[config.mk]
export PLATFORM = sky130hd
export DESIGN_NAME = refresh_sleep_config
export DESIGN_NICKNAME = d
export VERILOG_FILES = /design/src/refresh_sleep_pkg.sv /design/src/refresh_sleep_config.sv /design/src/refresh_row_counter.sv
export VERILOG_INCLUDE_DIRS = /design/src
export SDC_FILE = /design/constraint.sdc
export NUM_CORES = 1
export LEC_CHECK = 0
export BUFFER_PORTS_ARGS = -buffer_cell sky130_fd_sc_hd__clkbuf_2
export CORE_MARGIN = 10
export CORE_UTILIZATION = 54
export DETAILED_ROUTE_END_ITERATION = 8
export GPL_ROUTABILITY_DRIVEN = 0
export PLACE_DENSITY = 0.79
export SLEW_MARGIN = 20
export SYNTH_ARGS = -nofsm -noshare
export SYNTH_HDL_FRONTEND = slang
export SYNTH_SLANG_ARGS = --single-unit
[constraint.sdc]
create_clock -name ref_clk_in -period 2.98 [get_ports ref_clk_in]
set_input_delay 0.298 -clock ref_clk_in [delete_from_list [all_inputs] [get_ports ref_clk_in]]
set_output_delay 0.298 -clock ref_clk_in [all_outputs]
set_load 0.02 [all_outputs]
[src/refresh_sleep_defines.svh]
// constants for the refresh and sleep configuration register block
`ifndef REFRESH_SLEEP_DEFINES_SVH
`define REFRESH_SLEEP_DEFINES_SVH
`define RSC_RESET_VALUE 16'hffc1
`define RSC_RSVD_HI_MSB 15
`define RSC_RSVD_HI_LSB 8
`define RSC_RSVD_BIT 7
`define RSC_CLK_TYPE_BIT 6
`define RSC_SLEEP_BIT 5
`define RSC_PAR_MSB 4
`define RSC_PAR_LSB 2
`define RSC_INTERVAL_MSB 1
`define RSC_INTERVAL_LSB 0
`define RSC_INTERVAL_4US 2'h1
`define RSC_INTERVAL_1US 2'h2
`define RSC_PAR_FULL 3'h0
`define RSC_PAR_NONE 3'h4
`define RSC_CLK_PERIOD_NS 50
`define RSC_INTERVAL_4US_NS 4000
`define RSC_INTERVAL_1US_NS 1000
`define RSC_REFRESH_BUSY_CYCLES 4
`endif

[src/refresh_sleep_pkg.sv]
// types for the refresh and sleep configuration register block
package refresh_sleep_pkg;
  typedef enum logic [1:0] {
    REF_IDLE,
    REF_WAIT,
    REF_BUSY
  } refresh_state_e;
endpackage

[src/refresh_sleep_config.sv]
// refresh and sleep configuration register with its self-refresh control
`timescale 1ns/1ps
`default_nettype none
`include "refresh_sleep_defines.svh"
module refresh_sleep_config
  import refresh_sleep_pkg::*;
#(
  parameter int ROW_BITS = 8,
  parameter logic [1:0] INTERVAL_CODE = `RSC_INTERVAL_4US,
  parameter int REFRESH_PERIOD_NS = 4000
) (
  input wire logic ref_clk_in,
  input wire logic rst_b_in,
  input wire logic chip_select_b_in,
  input wire logic link_clock_in,
  input wire logic complementary_clock_input_in,
  input wire logic access_active_in,
  input wire logic command_address_phase_in,
  input wire logic reg_write_in,
  input wire logic [15:0] reg_wdata_in,
  output logic [15:0] reg_rdata_out,
  output logic read_write_data_strobe_out,
  output logic read_write_data_strobe_oe_out,
  output logic retention_sleep_state_out,
  output logic link_clock_edge_out,
  output logic refresh_busy_out,
  output logic [ROW_BITS-1:0] refresh_row_out
);
  localparam int REFRESH_CYCLES = REFRESH_PERIOD_NS / `RSC_CLK_PERIOD_NS;
  localparam logic [15:0] RESET_WORD = `RSC_RESET_VALUE;
  // tick spacing must not exceed the interval that the register reports
  localparam int INTERVAL_NS = (INTERVAL_CODE == `RSC_INTERVAL_1US) ? `RSC_INTERVAL_1US_NS
                                                                     : `RSC_INTERVAL_4US_NS;
  initial
  begin
    if (ROW_BITS < 4)
    begin
      $error("ROW_BITS must be at least 4");
    end
    if (REFRESH_PERIOD_NS > INTERVAL_NS)
    begin
      $error("REFRESH_PERIOD_NS longer than the reported interval");
    end
    if (INTERVAL_CODE != `RSC_INTERVAL_4US && INTERVAL_CODE != `RSC_INTERVAL_1US)
    begin
      $error("INTERVAL_CODE must be a defined interval code");
    end
    if (REFRESH_CYCLES < 2 || REFRESH_CYCLES > 65535)
    begin
      $error("REFRESH_PERIOD_NS out of range");
    end
  end

  ////////////////////////////////////////////////////////////////////////////
  typedef struct packed {
    logic [1:0] cs_sync;
    logic [1:0] ck_sync;
    logic [1:0] ckb_sync;
    logic ck_prev;
    logic [7:0] rsvd_hi;
    logic rsvd;
    logic clk_single;
    logic sleep;
    logic [2:0] par;
    logic [15:0] interval_cnt;
    logic [2:0] busy_cnt;
    refresh_state_e rstate;
    logic strobe;
    logic strobe_oe;
    logic edge_seen;
  } state_s;

  state_s cur_reg;
  state_s cur_next;
  logic row_step;

  function automatic logic [15:0] pack_reg(input state_s s);
    pack_reg = {s.rsvd_hi, s.rsvd, s.clk_single, s.sleep, s.par, INTERVAL_CODE};
  endfunction

  ////////////////////////////////////////////////////////////////////////////
  always_comb
  begin
    logic cs_low;
    logic ck_now;
    logic want;
    cs_low = 1'b0;
    ck_now = 1'b0;
    want = 1'b0;
    cur_next = cur_reg;
    row_step = 1'b0;
    // pins pass two flops; only the second flop is read by any logic
    cur_next.cs_sync = {cur_reg.cs_sync[0], chip_select_b_in};
    cur_next.ck_sync = {cur_reg.ck_sync[0], link_clock_in};
    cur_next.ckb_sync = {cur_reg.ckb_sync[0], complementary_clock_input_in};
    cs_low = ~cur_reg.cs_sync[1];
    // in single-ended mode the complementary input never reaches edge logic
    ck_now = cur_reg.clk_single ? cur_reg.ck_sync[1]
                                : (cur_reg.ck_sync[1] & ~cur_reg.ckb_sync[1]);
    cur_next.ck_prev = ck_now;
    cur_next.edge_seen = ck_now & ~cur_reg.ck_prev;
    if (reg_write_in && !cur_reg.sleep)
    begin
      cur_next.rsvd_hi = reg_wdata_in[`RSC_RSVD_HI_MSB:`RSC_RSVD_HI_LSB];
      cur_next.rsvd = reg_wdata_in[`RSC_RSVD_BIT];
      cur_next.clk_single = reg_wdata_in[`RSC_CLK_TYPE_BIT];
      cur_next.sleep = reg_wdata_in[`RSC_SLEEP_BIT];
      cur_next.par = reg_wdata_in[`RSC_PAR_MSB:`RSC_PAR_LSB];
      // interval bits of the write data are dropped
    end
    // other fields untouched, so wake resumes the pre-sleep setup
    if (cur_reg.sleep && cs_low)
    begin
      cur_next.sleep = 1'b0;
    end
    // the tick runs through sleep too, so retained contents stay refreshed
    // refresh ticks spread evenly over the interval
    if (cur_reg.interval_cnt == 16'(REFRESH_CYCLES - 1))
    begin
      cur_next.interval_cnt = '0;
      want = (cur_reg.par != `RSC_PAR_NONE);
    end
    else
    begin
      cur_next.interval_cnt = cur_reg.interval_cnt + 16'h0001;
    end
    unique case (cur_reg.rstate)
      REF_IDLE:
      begin
        // a tick landing while a refresh is still pending is dropped
        if (want)
        begin
          cur_next.rstate = REF_WAIT;
        end
      end
      REF_WAIT:
      begin
        // wait out any active access before refreshing
        if (!access_active_in)
        begin
          cur_next.rstate = REF_BUSY;
          cur_next.busy_cnt = 3'(`RSC_REFRESH_BUSY_CYCLES - 1);
        end
      end
      REF_BUSY:
      begin
        if (cur_reg.busy_cnt == 3'h0)
        begin
          cur_next.rstate = REF_IDLE;
          row_step = 1'b1;
        end
        else
        begin
          cur_next.busy_cnt = cur_reg.busy_cnt - 3'h1;
        end
      end
      default:
      begin
        cur_next.rstate = REF_IDLE;
      end
    endcase
    // strobe is driven only in the command phase of a selected access
    cur_next.strobe_oe = command_address_phase_in && cs_low;
    // pending refresh signalled as extra latency
    cur_next.strobe = command_address_phase_in && cs_low && (cur_reg.rstate != REF_IDLE);
  end

  ////////////////////////////////////////////////////////////////////////////
  // reset clears sleep and stops refresh; array contents are not protected
  always_ff @(posedge ref_clk_in or negedge rst_b_in)
  begin
    if (!rst_b_in)
    begin
      cur_reg <= '{cs_sync: 2'h3,
                   ck_sync: 2'h0,
                   ckb_sync: 2'h0,
                   ck_prev: 1'b0,
                   rsvd_hi: RESET_WORD[`RSC_RSVD_HI_MSB:`RSC_RSVD_HI_LSB],
                   rsvd: RESET_WORD[`RSC_RSVD_BIT],
                   clk_single: RESET_WORD[`RSC_CLK_TYPE_BIT],
                   sleep: RESET_WORD[`RSC_SLEEP_BIT],
                   par: RESET_WORD[`RSC_PAR_MSB:`RSC_PAR_LSB],
                   interval_cnt: 16'h0000,
                   busy_cnt: 3'h0,
                   rstate: REF_IDLE,
                   strobe: 1'b0,
                   strobe_oe: 1'b0,
                   edge_seen: 1'b0};
    end
    else
    begin
      cur_reg <= cur_next;
    end
  end

  // rows step only as a refresh ends, so the walk stays even over the part
  refresh_row_counter #(
    .ROW_BITS(ROW_BITS)
  ) u_rows (
    .ref_clk_in(ref_clk_in),
    .rst_b_in(rst_b_in),
    .step_in(row_step),
    .par_in(cur_reg.par),
    .row_out(refresh_row_out)
  );

  assign reg_rdata_out = pack_reg(cur_reg);
  assign read_write_data_strobe_out = cur_reg.strobe;
  assign read_write_data_strobe_oe_out = cur_reg.strobe_oe;
  assign retention_sleep_state_out = cur_reg.sleep;
  assign link_clock_edge_out = cur_reg.edge_seen;
  assign refresh_busy_out = (cur_reg.rstate == REF_BUSY);
endmodule
`default_nettype wire

[src/refresh_row_counter.sv]
// row counter that walks the refreshed part of the array
`timescale 1ns/1ps
`default_nettype none
module refresh_row_counter #(
  parameter int ROW_BITS = 8
) (
  input wire logic ref_clk_in,
  input wire logic rst_b_in,
  input wire logic step_in,
  input wire logic [2:0] par_in,
  output logic [ROW_BITS-1:0] row_out
);
  initial
  begin
    if (ROW_BITS < 4)
    begin
      $error("ROW_BITS must be at least 4");
    end
  end
  logic [ROW_BITS-1:0] row_reg;
  logic [ROW_BITS-1:0] row_next;
  logic [ROW_BITS-1:0] span;
  logic [ROW_BITS-1:0] off;
  logic [ROW_BITS-1:0] low;
  always_comb
  begin
    unique case (par_in[1:0])
      2'h1: span = ROW_BITS'(1) << (ROW_BITS - 1);
      2'h2: span = ROW_BITS'(1) << (ROW_BITS - 2);
      2'h3: span = ROW_BITS'(1) << (ROW_BITS - 3);
      default: span = '0;
    endcase
    off = (par_in[2] && par_in[1:0] != 2'h0) ? ROW_BITS'(0) - span : '0;
    low = (span == '0) ? row_reg : (row_reg - off) & (span - ROW_BITS'(1));
    row_next = row_reg;
    if (step_in)
    begin
      row_next = (span == '0) ? row_reg + ROW_BITS'(1)
                              : ((low + ROW_BITS'(1)) & (span - ROW_BITS'(1))) + off;
    end
  end
  always_ff @(posedge ref_clk_in or negedge rst_b_in)
  begin
    if (!rst_b_in)
    begin
      row_reg <= '0;
    end
    else
    begin
      row_reg <= row_next;
    end
  end
  assign row_out = row_reg;
endmodule
`default_nettype wire

==> flow_summary.ini, run 1 <==
[synth]
syn_inst = 222
syn_area_um2 = 2510
synth_area_leaders = dfrtp_1, dfstp_2, mux2_2, buf_4, xnor2_1
synth_nets = 254
yosys.area.top_type = dfrtp_1
ys.flop_type = dfrtp_1
synth_seq_cells = 53
synth_top_cell_area_share_pct = 40.9
ys_warn_count = 0
synth_cell_type_count = 41
synth_edf_count = 0
syn_avg_cell_area_um2 = 11.3
async_reset_ff_share_pct = 100
ys_seq_area_share_pct = 53.5

[timing]
timing.setup.tns_ns = 0
rsz0062_at_grt = false
setup_viol_count_final = 0
maxSlewHeadroom_pct = 59.0
worst_pin_slew_ns = 0.615
whs_ns = -0.00984
fin_crit_ns = 2.84
hold_viol_final = 17
fmaxAchievable_mhz = 352
skew_ns = 0.00459
slew_violations = 0
fin_crit_sh_pct = 95.4

[routing]
dr.pass1.iters = 5
routed-via-count = 1710
post_drt_wl_per_cell_um = 15.0
drc = 0
drt-vias-per-instance = 5.45
drt_iter0_drc = 107
wl_um = 4730
ant_nets = 0

[run_status]
failed_checks = negative hold slack
status = finished, violations left

[critical_path]
crit_path_start_kind = register
rrSetupSlack_ns = 0.14
required_ns = 3.15
crit_fanout = 6
critPathBufInv = 1
cp_top_family = adder cells
cpMostUsedCell = nand2_1
worstSetupEndpointType = register
timing.rr.start = reg_rdata_out[3]
reg2regPathDepth = 12
worst_path_max_delay_cell = dfrtp_1
crit_type = reg -> reg
r2r_end = u_rows.row_out[7]
path_cells = nand2_1 > inv_1 > nand2_1 > ha_1 > or3_1 > a31oi_1 > xnor2_1 > nor2_1 > fa_1 > xor2_1 > o32ai_1 > a21oi_1
cpPeakStageDelay_ns = 0.47
critPathArrivalTime_ns = 3.01

[layout]
layout_common_cells = clkbuf_2, dfrtp_1, nand2_1
mostFrequentLayoutCell = clkbuf_2
syn_to_final_growth_pct = 11.4
fin_nets = 293
finalInstanceArea_um2 = 2790
drive_above_1_share_pct = 34.0
antennaDiodeCount = 0
largest_reg_flops = 25

[cts]
path_clk_slew_ns = 0.09
cts_tree = built
h-tree-depth = 2
cts_num_sinks = 53
root_buffer = clkbuf_8
holdBufCountCts = 0
cts_setup_buffers = 0
numCtsBuffers = 5
cts_buffer_depth = 2
clk_latency_ns = 0.30
post_cts_resized = 0

[floorplanning]
initial_core_util_pct = 56.8
die_y_um = 88.1
die_area_um2 = 7770
rows = 24
io_pins = 53
core_um2 = 4410
fp.dieW_um = 88.1

[job]
max_cap_violations = 0

[placed_design]
dpl-instance-area_um2 = 2700
place_hpwl_um = 3640
portBuffers = 48

[grt]
grt_remaining_overflow = 0
grt_pass1_wl_um = 8000
grt_util_all_layers_pct = 12.8
grt_max_degree = 26
grt_antenna_before_repair = 0
grt_pass1_vias = 1776

[min_path]
hp-class = in -> async

[pwr]
p_leak_nw = 1.33
peakVddDrop_v = 0.000252
power_density_nw_per_um2 = 514
-- stage by stage --
step	utilization, %	hold slack [ns]	setup slack, ns	cells	power [mW]
after floorplan	-	0.00241	0.402	222	1.00
after global placement	61.3	0.331	0.283	306	1.04
after detailed placement	61.3	0.341	0.180	306	1.05
after CTS	63.3	0.0105	0.161	314	1.45
after global routing	63.3	0.0224	0.0226	314	1.51
final	63.3	-0.00984	0.137	314	1.44
-- cell usage after synthesis, types with 2 or more instances --
library cell,number
nor2b_1,6
nor4_1,2
nand4_1,5
xor2_1,11
o32ai_1,2
nand2b_1,2
or3_1,2
and3_2,2
nor2_2,2
inv_1,8
nand2_1,19
dfrtp_1,41
o21ai_0,4
a22o_1,3
dfstp_2,12
buf_4,16
nor3_1,3
a21oi_1,7
ha_1,7
a2bb2oi_1,2
mux2_2,12
buf_2,3
nand3_1,10
conb_1,2
nor2_1,13
xnor2_1,11
-- routing by layer --
layer | global-route usage [%] | vias to the layer above | wire length, um
met5 | 0 | - | 0
met4 | 3.28 | 0 | 38
met3 | 4.92 | 5 | 365
met2 | 22.4 | 45 | 2370
met1 | 14.4 | 844 | 1950
li1 | - | 816 | -
-- cells by family after synthesis --
logic type,after synthesis,synth area share (%)
AO/OA/AOI/OAI,25,6.69
XOR/XNOR,22,7.68
adder cells (fa/ha/maj),8,4.29
buffers and inverters,28,6.74
flip-flops,53,53.5
multiplexers,12,5.39
other,2,0.300
AND/OR/NAND/NOR,72,15.4
-- final cells by class --
cell class                      count  area [um2]
Timing Repair Buffer               52         270
Inverter                            8        30.0
Tap cell                           52        65.1
Sequential cell                    53        1340
Multi-Input combinational cell    141         997
Fill cell                         365        1620
Clock buffer                        8        90.1
-- report_power, final --
group	internal (mW)	switching, mW
combinational	0.0920	0.134
sequential	0.777	0.0273
clock	0.190	0.216
total	1.06	0.377
-- worst register-to-register path: cells and delay by family (launching register included) --
kind / cells / cell delay (ns)
flops: 1 / 0.47
xor+xnor: 2 / 0.30
fa+ha+maj: 2 / 0.74
simple gates: 4 / 0.65
buf+inv: 1 / 0.11
compound gates: 3 / 0.44
-- worst max path at each step --
stage	start	endpoint	slack (ns)	cells past startpoint
final	reg_rdata_out[3]	u_rows.row_out[7]	0.14	12
after detailed placement	reg_rdata_out[3]	u_rows.row_out[7]	0.18	12
after CTS	reg_rdata_out[3]	u_rows.row_out[7]	0.16	12
after floorplan	reg_rdata_out[3]	u_rows.row_out[7]	0.40	12
after global routing	reg_rdata_out[3]	u_rows.row_out[7]	0.02	12
after global placement	reg_rdata_out[3]	u_rows.row_out[7]	0.28	12
Power figures use the tool's default switching activity.
==> run 2, diff against run 1 <==
--- a/config.mk
+++ b/config.mk
@@ -12,6 +12,7 @@
 export DETAILED_ROUTE_END_ITERATION = 8
 export GPL_ROUTABILITY_DRIVEN = 0
 export PLACE_DENSITY = 0.79
+export REMOVE_ABC_BUFFERS = 1
 export SLEW_MARGIN = 20
 export SYNTH_ARGS = -nofsm -noshare
 export SYNTH_HDL_FRONTEND = slang
==> flow_summary.ini, run 2 (synthesis gave the netlist of run 1 again) <==
[layout]
drive_above_1_share_pct = 36.4
largest_reg_flops = 25
antennaDiodeCount = 0
mostFrequentLayoutCell = clkbuf_2
fin_nets = 295
syn_to_final_growth_pct = 13.0
layout_common_cells = clkbuf_2, dfrtp_1, nand2_1
finalInstanceArea_um2 = 2830

[pwr]
peakVddDrop_v = 0.000258
p_sw_uw = 409
p_leak_nw = 1.34
p_sw_share_pct = 28.1
pwr-share-seq_pct = 54.9
power_frac_comb_pct = 16.8
intPower_mw = 1.05
power_density_nw_per_um2 = 515
power_frac_clock_pct = 28.4

[routing]
ant_nets = 0
drc = 0
wl_um = 4860
drt-vias-per-instance = 5.35
dr.pass1.iters = 4
routed-via-count = 1690
drt_iter0_drc = 47
post_drt_wl_per_cell_um = 15.4

[timing]
fmaxAchievable_mhz = 369
worst_pin_slew_ns = 0.840
fin_crit_sh_pct = 90.8
fin_crit_ns = 2.71
skew_ns = 0.00933
rsz0062_at_grt = false
slew_violations = 0
setup_viol_count_final = 0
timing.setup.tns_ns = 0
hold_viol_final = 0
maxSlewHeadroom_pct = 44.0

[run_status]
status = completed

[critical_path]
path_cells = nand2_1 > inv_1 > nand2_1 > ha_4 > or3_1 > a31oi_2 > xnor2_1 > nor2_1 > fa_1 > xor2_1 > o32ai_1 > a21oi_1
cpMostUsedCell = nand2_1
cpPeakStageDelay_ns = 0.43
worst_path_max_delay_cell = dfrtp_1
crit_fanout = 5
critPathArrivalTime_ns = 2.89
required_ns = 3.17
crit_path_start_kind = register
crit_type = reg -> reg
worstSetupEndpointType = register

[cts]
holdBufCountCts = 0
cts_num_sinks = 53
clk_latency_ns = 0.31
root_buffer = clkbuf_8
numCtsBuffers = 5
h-tree-depth = 2
path_clk_slew_ns = 0.10
cts_tree = built
cts_buffer_depth = 2

[grt]
grt_remaining_overflow = 0
grt_pass1_vias = 1638
grt_util_all_layers_pct = 12.8
grt_pass1_wl_um = 8020
grt_antenna_before_repair = 0
grt_max_degree = 36

[placed_design]
place_hpwl_um = 3770
dpl-instance-area_um2 = 2700
portBuffers = 48

[floorplanning]
core_um2 = 4410
rows = 24
initial_core_util_pct = 56.8
die_y_um = 88.1
die_area_um2 = 7770
fp.dieW_um = 88.1
io_pins = 53

[job]
max_cap_violations = 0

[min_path]
hp-class = in -> reg
==> run 2: power groups by stage <==
stage                     registers [mW]  clock network, mW  logic, mW
after floorplan                    0.864                  0     0.0877
after global placement             0.812                  0      0.227
after detailed placement           0.816                  0      0.233
after CTS                          0.802              0.428      0.234
after global routing               0.807              0.457      0.269
final                              0.801              0.414      0.245
==> run 2: worst max-delay path: cells and delay by family, from the launching register on <==
family,cells,cell delay (ns)
adders and majority gates,2,0.67
and+or+nand+nor,4,0.65
DFF,1,0.43
AOI/OAI and AO/OA,3,0.42
xor gates and xnor gates,2,0.30
buffers and inverters,1,0.11
==> run 2: what timing repair did <==
| item | in CTS | in global routing |
|---|---|---|
| resized for setup | 0 | 3 |
| setup buffers | 0 | 2 |
| endpoints found under the hold margin | 0 | 0 |
| endpoints found under the setup margin | 0 | 1 |
==> run 2: final timing paths <==
path                                  startpoint           endpoint  slack, ns  cells past startpoint
worst max register to register  reg_rdata_out[4]  u_rows.row_out[7]       0.27                     12
worst min register to register      cur_next[40]        cur_reg[40]       0.35                      0
min in group asynchronous               rst_b_in        cur_reg[21]       0.08                      1
max in group asynchronous               rst_b_in   reg_rdata_out[7]       2.16                      2
worst min-delay path            chip_select_b_in       cur_next[44]       0.06                      1
worst max-delay path            reg_rdata_out[4]  u_rows.row_out[7]       0.27                     12
==> run 2: cell type report <==
type / instances / area (um2)
Clock buffer: 5 / 68.8
Clock inverter: 3 / 25.0
Inverter: 8 / 30.0
Fill cell: 363 / 1580
Multi-Input combinational cell: 141 / 1020
Sequential cell: 53 / 1340
Tap cell: 52 / 65.1
Timing Repair Buffer: 54 / 285
==> run 2: routing by layer <==
metal  global-route usage, %  part of all wire, %  up-vias
met3                    3.44                  6.3        7
met1                    16.2                   43      830
met2                    20.8                   49       31
met4                    3.85                 0.93        0
li1                        -                    -      822
met5                       0                    0        -
==> run 2: metrics by stage <==
stage	std cells	total power [mW]	setup WS (ns)	utilization (%)	hold WS, ns
after floorplan	202	0.952	0.227	-	0.00241
after global placement	306	1.04	0.276	61.3	0.338
after detailed placement	306	1.05	0.187	61.3	0.340
after CTS	314	1.46	0.154	63.4	0.0527
after global routing	316	1.53	0.0645	64.2	0.0419
final	316	1.46	0.273	64.2	0.0630
